===== config.mk =====
export PLATFORM = sky130hd
export DESIGN_NAME = cmp_mixer_power_regs
export DESIGN_NICKNAME = d
export VERILOG_FILES = /design/src/cmp_pkg.sv /design/src/cmp_pd_if.sv /design/src/cmp_mixer_power_regs.sv /design/src/cmp_power_gate.sv
export SDC_FILE = /design/constraint.sdc
export NUM_CORES = 1
export LEC_CHECK = 0
export BUFFER_PORTS_ARGS = -buffer_cell sky130_fd_sc_hd__buf_2
export CAP_MARGIN = 25
export CORE_MARGIN = 1
export CORE_UTILIZATION = 48
export CTS_CLUSTER_SIZE = 16
export DETAILED_ROUTE_END_ITERATION = 10
export HOLD_SLACK_MARGIN = 0.06
export PLACE_DENSITY = 0.83
export SYNTH_ARGS = -nofsm -noshare
export SYNTH_HDL_FRONTEND = slang
export SYNTH_SLANG_ARGS = --single-unit

===== constraint.sdc =====
create_clock -name sys_clk -period 4.25 [get_ports sys_clk]
set_input_delay 0.2125 -clock sys_clk [delete_from_list [all_inputs] [get_ports sys_clk]]
set_output_delay 0.2125 -clock sys_clk [all_outputs]
set_load 0.005 [all_outputs]

===== src/cmp_pkg.sv =====
// constants and types shared by the mixer/power register bank
package cmp_pkg;
  localparam logic [6:0] ADDR_MIC_ROUTE = 7'h10;
  localparam logic [6:0] ADDR_REC_GAIN = 7'h12;
  localparam logic [6:0] ADDR_REC_MIX = 7'h14;
  localparam logic [6:0] ADDR_OUT_SEL = 7'h1c;
  localparam logic [6:0] ADDR_MIC_CTRL = 7'h22;
  localparam logic [6:0] ADDR_PWR_DOWN = 7'h26;
  localparam logic [6:0] ADDR_VRA = 7'h2a;
  localparam logic [6:0] ADDR_PLAY_RATE = 7'h2c;
  localparam logic [6:0] ADDR_REC_RATE = 7'h32;
  localparam logic [6:0] ADDR_PWR_BIAS = 7'h3a;
  localparam logic [6:0] ADDR_PWR_BLK = 7'h3c;

  localparam logic [15:0] RST_MIC_ROUTE = 16'he0e0;
  localparam logic [15:0] RST_REC_GAIN = 16'hf58b;
  localparam logic [15:0] RST_REC_MIX = 16'h7f7f;
  localparam logic [15:0] RST_OUT_SEL = 16'h0000;
  localparam logic [15:0] RST_MIC_CTRL = 16'h0000;
  localparam logic [7:0] RST_PWR_REQ = 8'hef;
  localparam logic [15:0] RST_RATE = 16'hbb80;
  localparam logic [15:0] RST_ZERO = 16'h0000;

  // writable bit masks; other bits are reserved and read as zero
  localparam logic [15:0] MASK_MIC_ROUTE = 16'hf0f0;
  localparam logic [15:0] MASK_REC_GAIN = 16'hffff;
  localparam logic [15:0] MASK_REC_MIX = 16'h7f7f;
  localparam logic [15:0] MASK_OUT_SEL = 16'hfbd0;
  localparam logic [15:0] MASK_MIC_CTRL = 16'h0f33;
  localparam logic [15:0] MASK_VRA = 16'h0001;
  localparam logic [15:0] MASK_PWR_BIAS = 16'hffff;
  localparam logic [15:0] MASK_PWR_BLK = 16'hffff;

  // power-down request positions inside the 8-bit request field
  localparam int PR_ADC = 0;
  localparam int PR_DAC = 1;
  localparam int PR_MIX = 2;
  localparam int PR_MIXREF = 3;
  localparam int PR_LINK = 4;
  localparam int PR_CLK = 5;
  localparam int PR_HPMONO = 6;
  localparam int PR_SPK = 7;
  localparam int PR_LSB = 8;

  // block-enable positions in the block power register; PBI_MAIN is in the bias power register
  localparam int PB_DAC_L = 9;
  localparam int PB_DAC_R = 8;
  localparam int PB_ADC_L = 7;
  localparam int PB_ADC_R = 6;
  localparam int PB_HP_L = 5;
  localparam int PB_HP_R = 4;
  localparam int PB_VREF = 13;
  localparam int PB_CLSAB = 14;
  localparam int PB_SPK = 3;
  localparam int PB_MONO = 2;
  localparam int PBI_MAIN = 1;

  // gated block outputs (run vector)
  localparam int RUN_ADC = 0;
  localparam int RUN_DAC = 1;
  localparam int RUN_MIX = 2;
  localparam int RUN_VREF = 3;
  localparam int RUN_LINK = 4;
  localparam int RUN_CLK = 5;
  localparam int RUN_HP = 6;
  localparam int RUN_MONO = 7;
  localparam int RUN_SPK = 8;
  localparam int RUN_W = 9;

  typedef struct packed {
    logic [15:0] micRoute;
    logic [15:0] recGain;
    logic [15:0] recMix;
    logic [15:0] outSel;
    logic [15:0] micCtrl;
    logic [7:0] pwrReq;
    logic variable_rate_audio;
    logic [15:0] playRate;
    logic [15:0] recRate;
    logic [15:0] pwrBias;
    logic [15:0] pwrBlk;
    logic [15:0] rdData;
    logic rdValid;
    logic [RUN_W-1:0] run;
    logic sleep;
  } cmp_state_t;
endpackage : cmp_pkg


===== src/cmp_pd_if.sv =====
// power-down request and run-status carrier between bank and gating logic
`timescale 1ns/1ns
interface cmp_pd_if;
  logic [7:0] pwrReq;
  logic [15:0] pwrBlk;
  logic [15:0] pwrBias;
  logic [cmp_pkg::RUN_W-1:0] run;
  modport bank (output pwrReq, output pwrBlk, output pwrBias, input run);
  modport gate (input pwrReq, input pwrBlk, input pwrBias, output run);
endinterface : cmp_pd_if


===== src/cmp_mixer_power_regs.sv =====
// mixer routing, record gain, power-down and sample-rate register bank
`timescale 1ns/1ns
//
// Contract
// - mic routing has six mute bits, reset e0e0
// - mic differential enables at bits 12 and 4
// - record gain fields 11:7 and 4:0, reset 0b
// - four record-gain mixer mutes, reset f58b
// - zero-cross enables at bits 6 and 5
// - record mixer mutes 14:8 and 6:0, reset 7f7f
// - speaker input selects at 15:14 and 12:11
// - bit 13 picks class AB or D
// - headphone selects bits 9,8; mono select 7:6
// - bit 4 right amp source; reset zero
// - mic boost fields at 11:10 and 9:8
// - bias selects bits 5,4; threshold 1:0
// - eight power-down requests 15:8, reset ef00
// - requests gate blocks per truth table
// - read-only ready flags in bits 3:0
// - tone register holds only variable-rate enable
// - playback rate 16-bit, reset bb80
// - without variable rate, nonzero writes become bb80
// - record rate 16-bit, reset bb80
// - bias power register, reset zero
// - block power register, reset zero
// - block runs when request clear and enabled
// - odd or unimplemented reads return zero
// - link power-down request enters sleep
module cmp_mixer_power_regs (
  input wire logic sys_clk,
  input wire logic sys_rst,
  input wire logic regWrite,
  input wire logic regRead,
  input wire logic [6:0] regAddr,
  input wire logic [15:0] regWrData,
  output logic [15:0] regRdData,
  output logic regRdValid,
  output logic [cmp_pkg::RUN_W-1:0] blockRun,
  output logic sleepMode,
  output logic [15:0] micPathRouting,
  output logic [15:0] recordGain,
  output logic [15:0] recordMixerMutes,
  output logic [15:0] outputSourceSelect,
  output logic [15:0] microphoneBoostBias,
  output logic variableRateAudio,
  output logic [15:0] playbackRateField,
  output logic [15:0] recordRateField,
  output logic [15:0] powerEnableBias,
  output logic [15:0] powerEnableBlocks
);
  cmp_pkg::cmp_state_t state_q;
  cmp_pkg::cmp_state_t state_d;
  cmp_pd_if pd ();
  logic [15:0] pwrStatus;
  logic [15:0] rdMux;

  assign pd.pwrReq = state_q.pwrReq;
  assign pd.pwrBlk = state_q.pwrBlk;
  assign pd.pwrBias = state_q.pwrBias;

  cmp_power_gate u_gate (
    .pd(pd)
  );

  // ready flags: dac/adc are the inverse of their requests, vref and mixer follow run state
  assign pwrStatus = {state_q.pwrReq, 4'h0, pd.run[cmp_pkg::RUN_VREF], pd.run[cmp_pkg::RUN_MIX],
    !state_q.pwrReq[cmp_pkg::PR_DAC], !state_q.pwrReq[cmp_pkg::PR_ADC]};

  always_comb begin
    rdMux = 16'h0000;
    // odd addresses never match an even offset, so they read zero
    case (regAddr)
      cmp_pkg::ADDR_MIC_ROUTE: rdMux = state_q.micRoute;
      cmp_pkg::ADDR_REC_GAIN: rdMux = state_q.recGain;
      cmp_pkg::ADDR_REC_MIX: rdMux = state_q.recMix;
      cmp_pkg::ADDR_OUT_SEL: rdMux = state_q.outSel;
      cmp_pkg::ADDR_MIC_CTRL: rdMux = state_q.micCtrl;
      cmp_pkg::ADDR_PWR_DOWN: rdMux = pwrStatus;
      cmp_pkg::ADDR_VRA: rdMux = {15'h0000, state_q.variable_rate_audio};
      cmp_pkg::ADDR_PLAY_RATE: rdMux = state_q.playRate;
      cmp_pkg::ADDR_REC_RATE: rdMux = state_q.recRate;
      cmp_pkg::ADDR_PWR_BIAS: rdMux = state_q.pwrBias;
      cmp_pkg::ADDR_PWR_BLK: rdMux = state_q.pwrBlk;
      default: rdMux = 16'h0000;
    endcase
  end

  always_comb begin
    state_d = state_q;
    state_d.rdValid = regRead;
    state_d.rdData = regRead ? rdMux : 16'h0000;
    if (regWrite) begin
      case (regAddr)
        cmp_pkg::ADDR_MIC_ROUTE: state_d.micRoute = regWrData & cmp_pkg::MASK_MIC_ROUTE;
        cmp_pkg::ADDR_REC_GAIN: state_d.recGain = regWrData & cmp_pkg::MASK_REC_GAIN;
        cmp_pkg::ADDR_REC_MIX: state_d.recMix = regWrData & cmp_pkg::MASK_REC_MIX;
        cmp_pkg::ADDR_OUT_SEL: state_d.outSel = regWrData & cmp_pkg::MASK_OUT_SEL;
        cmp_pkg::ADDR_MIC_CTRL: state_d.micCtrl = regWrData & cmp_pkg::MASK_MIC_CTRL;
        // status bits 7:0 are read-only, so only the request byte is stored
        cmp_pkg::ADDR_PWR_DOWN: state_d.pwrReq = regWrData[15:cmp_pkg::PR_LSB];
        cmp_pkg::ADDR_VRA: state_d.variable_rate_audio = |(regWrData & cmp_pkg::MASK_VRA);
        cmp_pkg::ADDR_PLAY_RATE: begin
          // forced rate uses the enable as it stands before this write
          if (!state_q.variable_rate_audio && regWrData != 16'h0000) begin
            state_d.playRate = cmp_pkg::RST_RATE;
          end else begin
            state_d.playRate = regWrData;
          end
        end
        cmp_pkg::ADDR_REC_RATE: state_d.recRate = regWrData;
        cmp_pkg::ADDR_PWR_BIAS: state_d.pwrBias = regWrData & cmp_pkg::MASK_PWR_BIAS;
        cmp_pkg::ADDR_PWR_BLK: state_d.pwrBlk = regWrData & cmp_pkg::MASK_PWR_BLK;
        default: state_d.rdValid = regRead;
      endcase
    end
    state_d.run = pd.run;
    // sleep is entered only by the link request; the controller must write 1 to it
    state_d.sleep = state_q.pwrReq[cmp_pkg::PR_LINK];
  end

  always_ff @(posedge sys_clk or posedge sys_rst) begin
    if (sys_rst) begin
      state_q.micRoute <= cmp_pkg::RST_MIC_ROUTE;
      state_q.recGain <= cmp_pkg::RST_REC_GAIN;
      state_q.recMix <= cmp_pkg::RST_REC_MIX;
      state_q.outSel <= cmp_pkg::RST_OUT_SEL;
      state_q.micCtrl <= cmp_pkg::RST_MIC_CTRL;
      state_q.pwrReq <= cmp_pkg::RST_PWR_REQ;
      state_q.variable_rate_audio <= 1'b0;
      state_q.playRate <= cmp_pkg::RST_RATE;
      state_q.recRate <= cmp_pkg::RST_RATE;
      state_q.pwrBias <= cmp_pkg::RST_ZERO;
      state_q.pwrBlk <= cmp_pkg::RST_ZERO;
      state_q.rdData <= 16'h0000;
      state_q.rdValid <= 1'b0;
      state_q.run <= '0;
      state_q.sleep <= 1'b0;
    end else begin
      state_q <= state_d;
    end
  end

  assign regRdData = state_q.rdData;
  assign regRdValid = state_q.rdValid;
  assign blockRun = state_q.run;
  assign sleepMode = state_q.sleep;
  assign micPathRouting = state_q.micRoute;
  assign recordGain = state_q.recGain;
  assign recordMixerMutes = state_q.recMix;
  assign outputSourceSelect = state_q.outSel;
  assign microphoneBoostBias = state_q.micCtrl;
  assign variableRateAudio = state_q.variable_rate_audio;
  assign playbackRateField = state_q.playRate;
  assign recordRateField = state_q.recRate;
  assign powerEnableBias = state_q.pwrBias;
  assign powerEnableBlocks = state_q.pwrBlk;
endmodule : cmp_mixer_power_regs


===== src/cmp_power_gate.sv =====
// combines standard power-down requests with extended block enables
`timescale 1ns/1ns
module cmp_power_gate (
  cmp_pd_if.gate pd
);
  logic [7:0] r;
  logic [15:0] b;
  assign r = pd.pwrReq;
  assign b = pd.pwrBlk;
  // each block except link and clock runs only when no gating request is set and its enable is set
  assign pd.run[cmp_pkg::RUN_ADC] = !(r[cmp_pkg::PR_ADC] | r[cmp_pkg::PR_MIXREF] | r[cmp_pkg::PR_LINK] |
    r[cmp_pkg::PR_CLK]) & (b[cmp_pkg::PB_ADC_L] | b[cmp_pkg::PB_ADC_R]);
  assign pd.run[cmp_pkg::RUN_DAC] = !(r[cmp_pkg::PR_DAC] | r[cmp_pkg::PR_MIXREF] | r[cmp_pkg::PR_LINK] |
    r[cmp_pkg::PR_CLK]) & (b[cmp_pkg::PB_DAC_L] | b[cmp_pkg::PB_DAC_R]);
  assign pd.run[cmp_pkg::RUN_MIX] = !(r[cmp_pkg::PR_MIX] | r[cmp_pkg::PR_MIXREF]) &
    (b[cmp_pkg::PB_HP_L] | b[cmp_pkg::PB_HP_R] | b[cmp_pkg::PB_SPK] | b[cmp_pkg::PB_MONO]);
  assign pd.run[cmp_pkg::RUN_VREF] = !r[cmp_pkg::PR_MIXREF] & b[cmp_pkg::PB_VREF] &
    pd.pwrBias[cmp_pkg::PBI_MAIN];
  // link and internal clock have no extended enable
  assign pd.run[cmp_pkg::RUN_LINK] = !(r[cmp_pkg::PR_LINK] | r[cmp_pkg::PR_CLK]);
  assign pd.run[cmp_pkg::RUN_CLK] = !r[cmp_pkg::PR_CLK];
  assign pd.run[cmp_pkg::RUN_HP] = !(r[cmp_pkg::PR_MIX] | r[cmp_pkg::PR_MIXREF] | r[cmp_pkg::PR_HPMONO]) &
    (b[cmp_pkg::PB_HP_L] | b[cmp_pkg::PB_HP_R]);
  assign pd.run[cmp_pkg::RUN_MONO] = !r[cmp_pkg::PR_HPMONO] & b[cmp_pkg::PB_MONO];
  assign pd.run[cmp_pkg::RUN_SPK] = !r[cmp_pkg::PR_SPK] & b[cmp_pkg::PB_CLSAB];
endmodule : cmp_power_gate

Word level (Yosys, flattened, before mapping). Cells that the tools add are included. Widths: inputs -> output; s select.

$add $sub $neg: 0. Multiply operators: 0. Divide/modulo/power cells: 0. Magnitude comparators: 0. Equal/unequal tests: 11. Shifts and indexed selects: 0. Muxes and demuxes: 3. Bitwise gates (word level): 22. Reductions and logical operators: 25.

Operators with widths (number): $pmux 16 s11 (1); $eq 7x6->1 const B (7); $mux 16 (2); $eq 7x5->1 const B (4); $reduce_and 2->1 (11); $reduce_bool 16->1 (1); $or 1x1->1 (14); $logic_not 1->1 (12); $and 1x1->1 (8); $logic_and 1x1->1 (1).

Flip-flop bits (word level): 156. Bits in latches: 0. Memory bits (writable): 0. Bits in read-only memories: 0. Bits of input ports: 27. Output and inout bits: 172. Logic and storage cells: 76. Memories kept: 0.

Longest topological paths before layout.
Depth after elaboration: 6. Mapped depth: 7. Depth with buffers taken out: 4.

By module. From an unflattened synthesis, not the netlist that was laid out.

Cells, all modules: 587. Area, all modules: 7309.5 µm².

Modules (own cells, without submodules): cmp_mixer_power_regs (instances 1, cells an instance 572, area an instance 7236.9 µm², seq. area each 3967.6 µm²); cmp_power_gate (instances 1, cells an instance 15, area an instance 72.6 µm², seq. area each 0.0 µm²).

Worst setup path before layout. OpenSTA, ideal clock, no wires.

Kind: input -> register. Start: in regAddr[0]. End: reg state_q (netlist bit recordGain[2]). Library setup time: 125 ps. Data arrival time: 1695 ps. Data required time: 4125 ps. Path slack: 2430 ps. Cell stages on the path: 7. Path buffers: 3. Cells stage by stage: buf_6 > or4b_4 > buf_6 > nor2_4 > nand3_4 > buf_6 > mux2_4.

Longest elaborated chain between the ends: 2.

RTL lines: start, declared (line cmp_mixer_power_regs.sv:34) `input wire logic [6:0] regAddr,`; $eq 7x5->1 (line cmp_mixer_power_regs.sv:93) `case (regAddr)`; $reduce_and 2->1 (no line); end signal, assigned (line cmp_mixer_power_regs.sv:139) `state_q <= state_d;`; end, declared (line cmp_mixer_power_regs.sv:51) `cmp_pkg::cmp_state_t state_q;`.

No other way between the ends. A chain may end at the register's enable or synchronous reset.

Worst setup path in the final report.
Start: in regAddr[2]. End: reg powerEnableBlocks[3] (netlist name).

Longest elaborated chain between the ends: 2.

RTL lines (line): $eq 7x6->1 (cmp_mixer_power_regs.sv:93); $reduce_and 2->1 (no line).

No other way between the ends.

==> metrics.yaml <==
yosys:
  synth_cell_type_count: 63
  yosysWarnings: 0
  synthArstFlopShare: 1.000
  synth.avg_cell_area_um2: 13.74
  synthDominantAreaCellType: "dfrtp_1"
  yosys-top-cells-count: "dfrtp_1 (105), mux2_2 (100), dfstp_2 (51)"
  synth_top_area_share: 0.3588
  ys_seq_area_frac: 0.5418
  synth.area.top_cells: "dfrtp_1 (36%), dfstp_2 (18%), mux2_2 (15%)"
  synth_seq_cells: 156
  synth_edf_count: 0
  syn_inst: 533
  syn-cell-area_um2: 7323
  synth.most_common_cell: "dfrtp_1"
  synth_ff_type: "dfrtp_1"
worst_setup_path:
  cp-end-kind: "flop"
  slowest_stage: "nor2_2"
  required_ps: 4560
  cp.arrival_ps: 2610
  crit_family: "simple AND/OR/NAND/NOR gates"
  cp_cell_sequence: "buf_2 > nand4bb_1 > nor2_2 > nand2_2 > mux2_2"
  cp.depth: 5
  cp_max_fo: 16
  critical_path_buf_inv_count: 1
  critPathKind: "in2reg"
  start_kind: "primary input"
  slowest_delay_ps: 630
  ff2ff_path_depth: 4
drt:
  drtAntennaViolNets: 0
  wl_per_cell_um: 25.07
  drt-pass1-iter-count: 10
  vias_per_cell: 6.271
  wl_mm: 22.51
  via_count: 5631
  drc_errors: 15
  drt_iter0_markers: 600
worst_hold_path:
  holdPathStages: 2
  hold_class: "in2reg"
clocking:
  cts_max_path_buffers: 2
  postCtsSetupBuffers: 0
  cts_tree: "built"
  clk_pin_slew_ps: 60
  post_cts_resized: 0
  h-tree-depth: 4
  numCtsBuffers: 17
  root_buffer: "clkbuf_16"
  clock-sinks: 156
  insertion_delay_ps: 430
floorplanning:
  die_x_um: 125.5
  initial_utilization: 0.4982
  core_area_um2: 14700
  ioPinCount: 199
  die_h_um: 125.5
  num_rows: 44
  die-area_um2: 15760
power:
  powerDensity_nw_per_um2: 421.3
  cellLeakagePower_nw: 4.415
  power_mw: 3.737
  ir_worst_vdd_v: 0.0003052
sta:
  timing.hold.ws_ps: 128.6
  max_freq_mhz: 434.2
  slew_headroom: 0.4531
  tns_ps: 0
  clock-skew-final_ps: 10.29
  min_period_over_period: 0.5419
  finalCriticalPeriod_ps: 2303
  layout_setup_ws_ps: 1947
  hold_viol_final: 0
  worstMarginPinSlew_ps: 813.5
  grt_setup_unrepaired: "no"
  setup_violations: 0
  slew_violations: 0
outcome:
  outcome: "finished, violations left"
  violations: "DRC"
final_layout:
  num-nets-final: 728
  area_delta_synth_final_pct: 21.10
  final_cells: 898
  multi_input_area_um2: 3038
  final_util: 0.6033
  num_antenna_cells: 0
  seqCellArea_um2: 3968
  design_area_um2: 8869
  nFillCells: 1134
  drive_gt1_frac: 0.5812
job:
  maxCapViolations: 0
placed_design:
  placed_cells: 863
  port_buffers: 174
  dp_hpwl_mm: 15.67
  gp_congestion: 0.8668
  pre_cts_ws_ps: 1582
  dpl_cell_area_um2: 8209
grt:
  grt_first_pass_wirelength_mm: 33.99
  grt_start_max_net_pins: 62
  grt_pass1_vias: 5698
  grt_overflow: 0
  antenna_found_initial: 0
  grt_use_total: 0.2913
[report_power, final]
part | internal, mW | total (mW) | switching (mW)
Clock | 1.00 | 1.60 | 0.599
Combinational | 0.193 | 0.394 | 0.201
Sequential | 1.63 | 1.74 | 0.113
[cell type report]
cell class / count / area share
Clock inverter: 10 / 0.01862
Multi-Input combinational cell: 334 / 0.3426
Tap cell: 184 / 0.02596
Timing Repair Buffer: 185 / 0.1109
Sequential cell: 156 / 0.4474
Inverter: 7 / 0.003386
Clock buffer: 22 / 0.05121
[cells by family after synthesis]
group	count (synthesis)	synth area share
AOI/OAI and AO/OA	83	0.1059
buffers and inverters	66	0.05519
DFF	156	0.5418
muxes	132	0.2112
other	1	0.0005121
and+or+nand+nor	95	0.08543
[sequential cells by signal, indices dropped and copies added, names as in the netlist]
name and cells:
pd.pwrReq 8, regRdData 16, micPathRouting 8, playbackRateField 16
microphoneBoostBias 8, recordRateField 16, recordMixerMutes 14, recordGain 16
blockRun 9, outputSourceSelect 10, powerEnableBias 16, regRdValid 1
powerEnableBlocks 16, variableRateAudio 1, sleepMode 1
[routing by layer]
| layer | vias to the layer above | track usage | part of all wire |
|---|---|---|---|
| met1 | 2871 | 0.3639 | 0.38 |
| met3 | 68 | 0.07103 | 0.091 |
| met5 | - | 0 | 0 |
| met2 | 406 | 0.4732 | 0.49 |
| met4 | 0 | 0.1449 | 0.036 |
| li1 | 2286 | - | - |
[path summary, 6_finish.rpt]
path	endpoint	slack [ps]	from
setup / recovery	powerEnableBlocks[3]	1950	regAddr[2]
hold / removal	playbackRateField[13]	130	regWrData[13]
setup reg to reg	regRdData[8]	2790	playbackRateField[8]
hold reg to reg	sleepMode	480	pd.pwrReq[4]
max in group asynchronous	microphoneBoostBias[11]	2840	sys_rst
min in group asynchronous	powerEnableBlocks[3]	260	sys_rst
[cell usage in the layout, fill, tap and decap left out, drive strengths merged, types with 7 or more instances in the layout]
master / n
buf: 183
nand3: 11
nor4: 7
nand2: 17
nor2: 16
mux2i: 12
a221oi: 9
mux2: 120
a22o: 14
a22oi: 15
clkbuf: 22
dfstp: 51
a31oi: 14
inv: 7
a222oi: 7
conb: 24
a21oi: 7
dfrtp: 105
o22a: 8
nor3: 14
[what timing repair did]
item / in CTS / in global routing
endpoints found under the hold margin: 6 / 0
endpoints found under the setup margin: 0 / 0
hold buffers: 2 / 0
(Power assumes the default switching activity.)
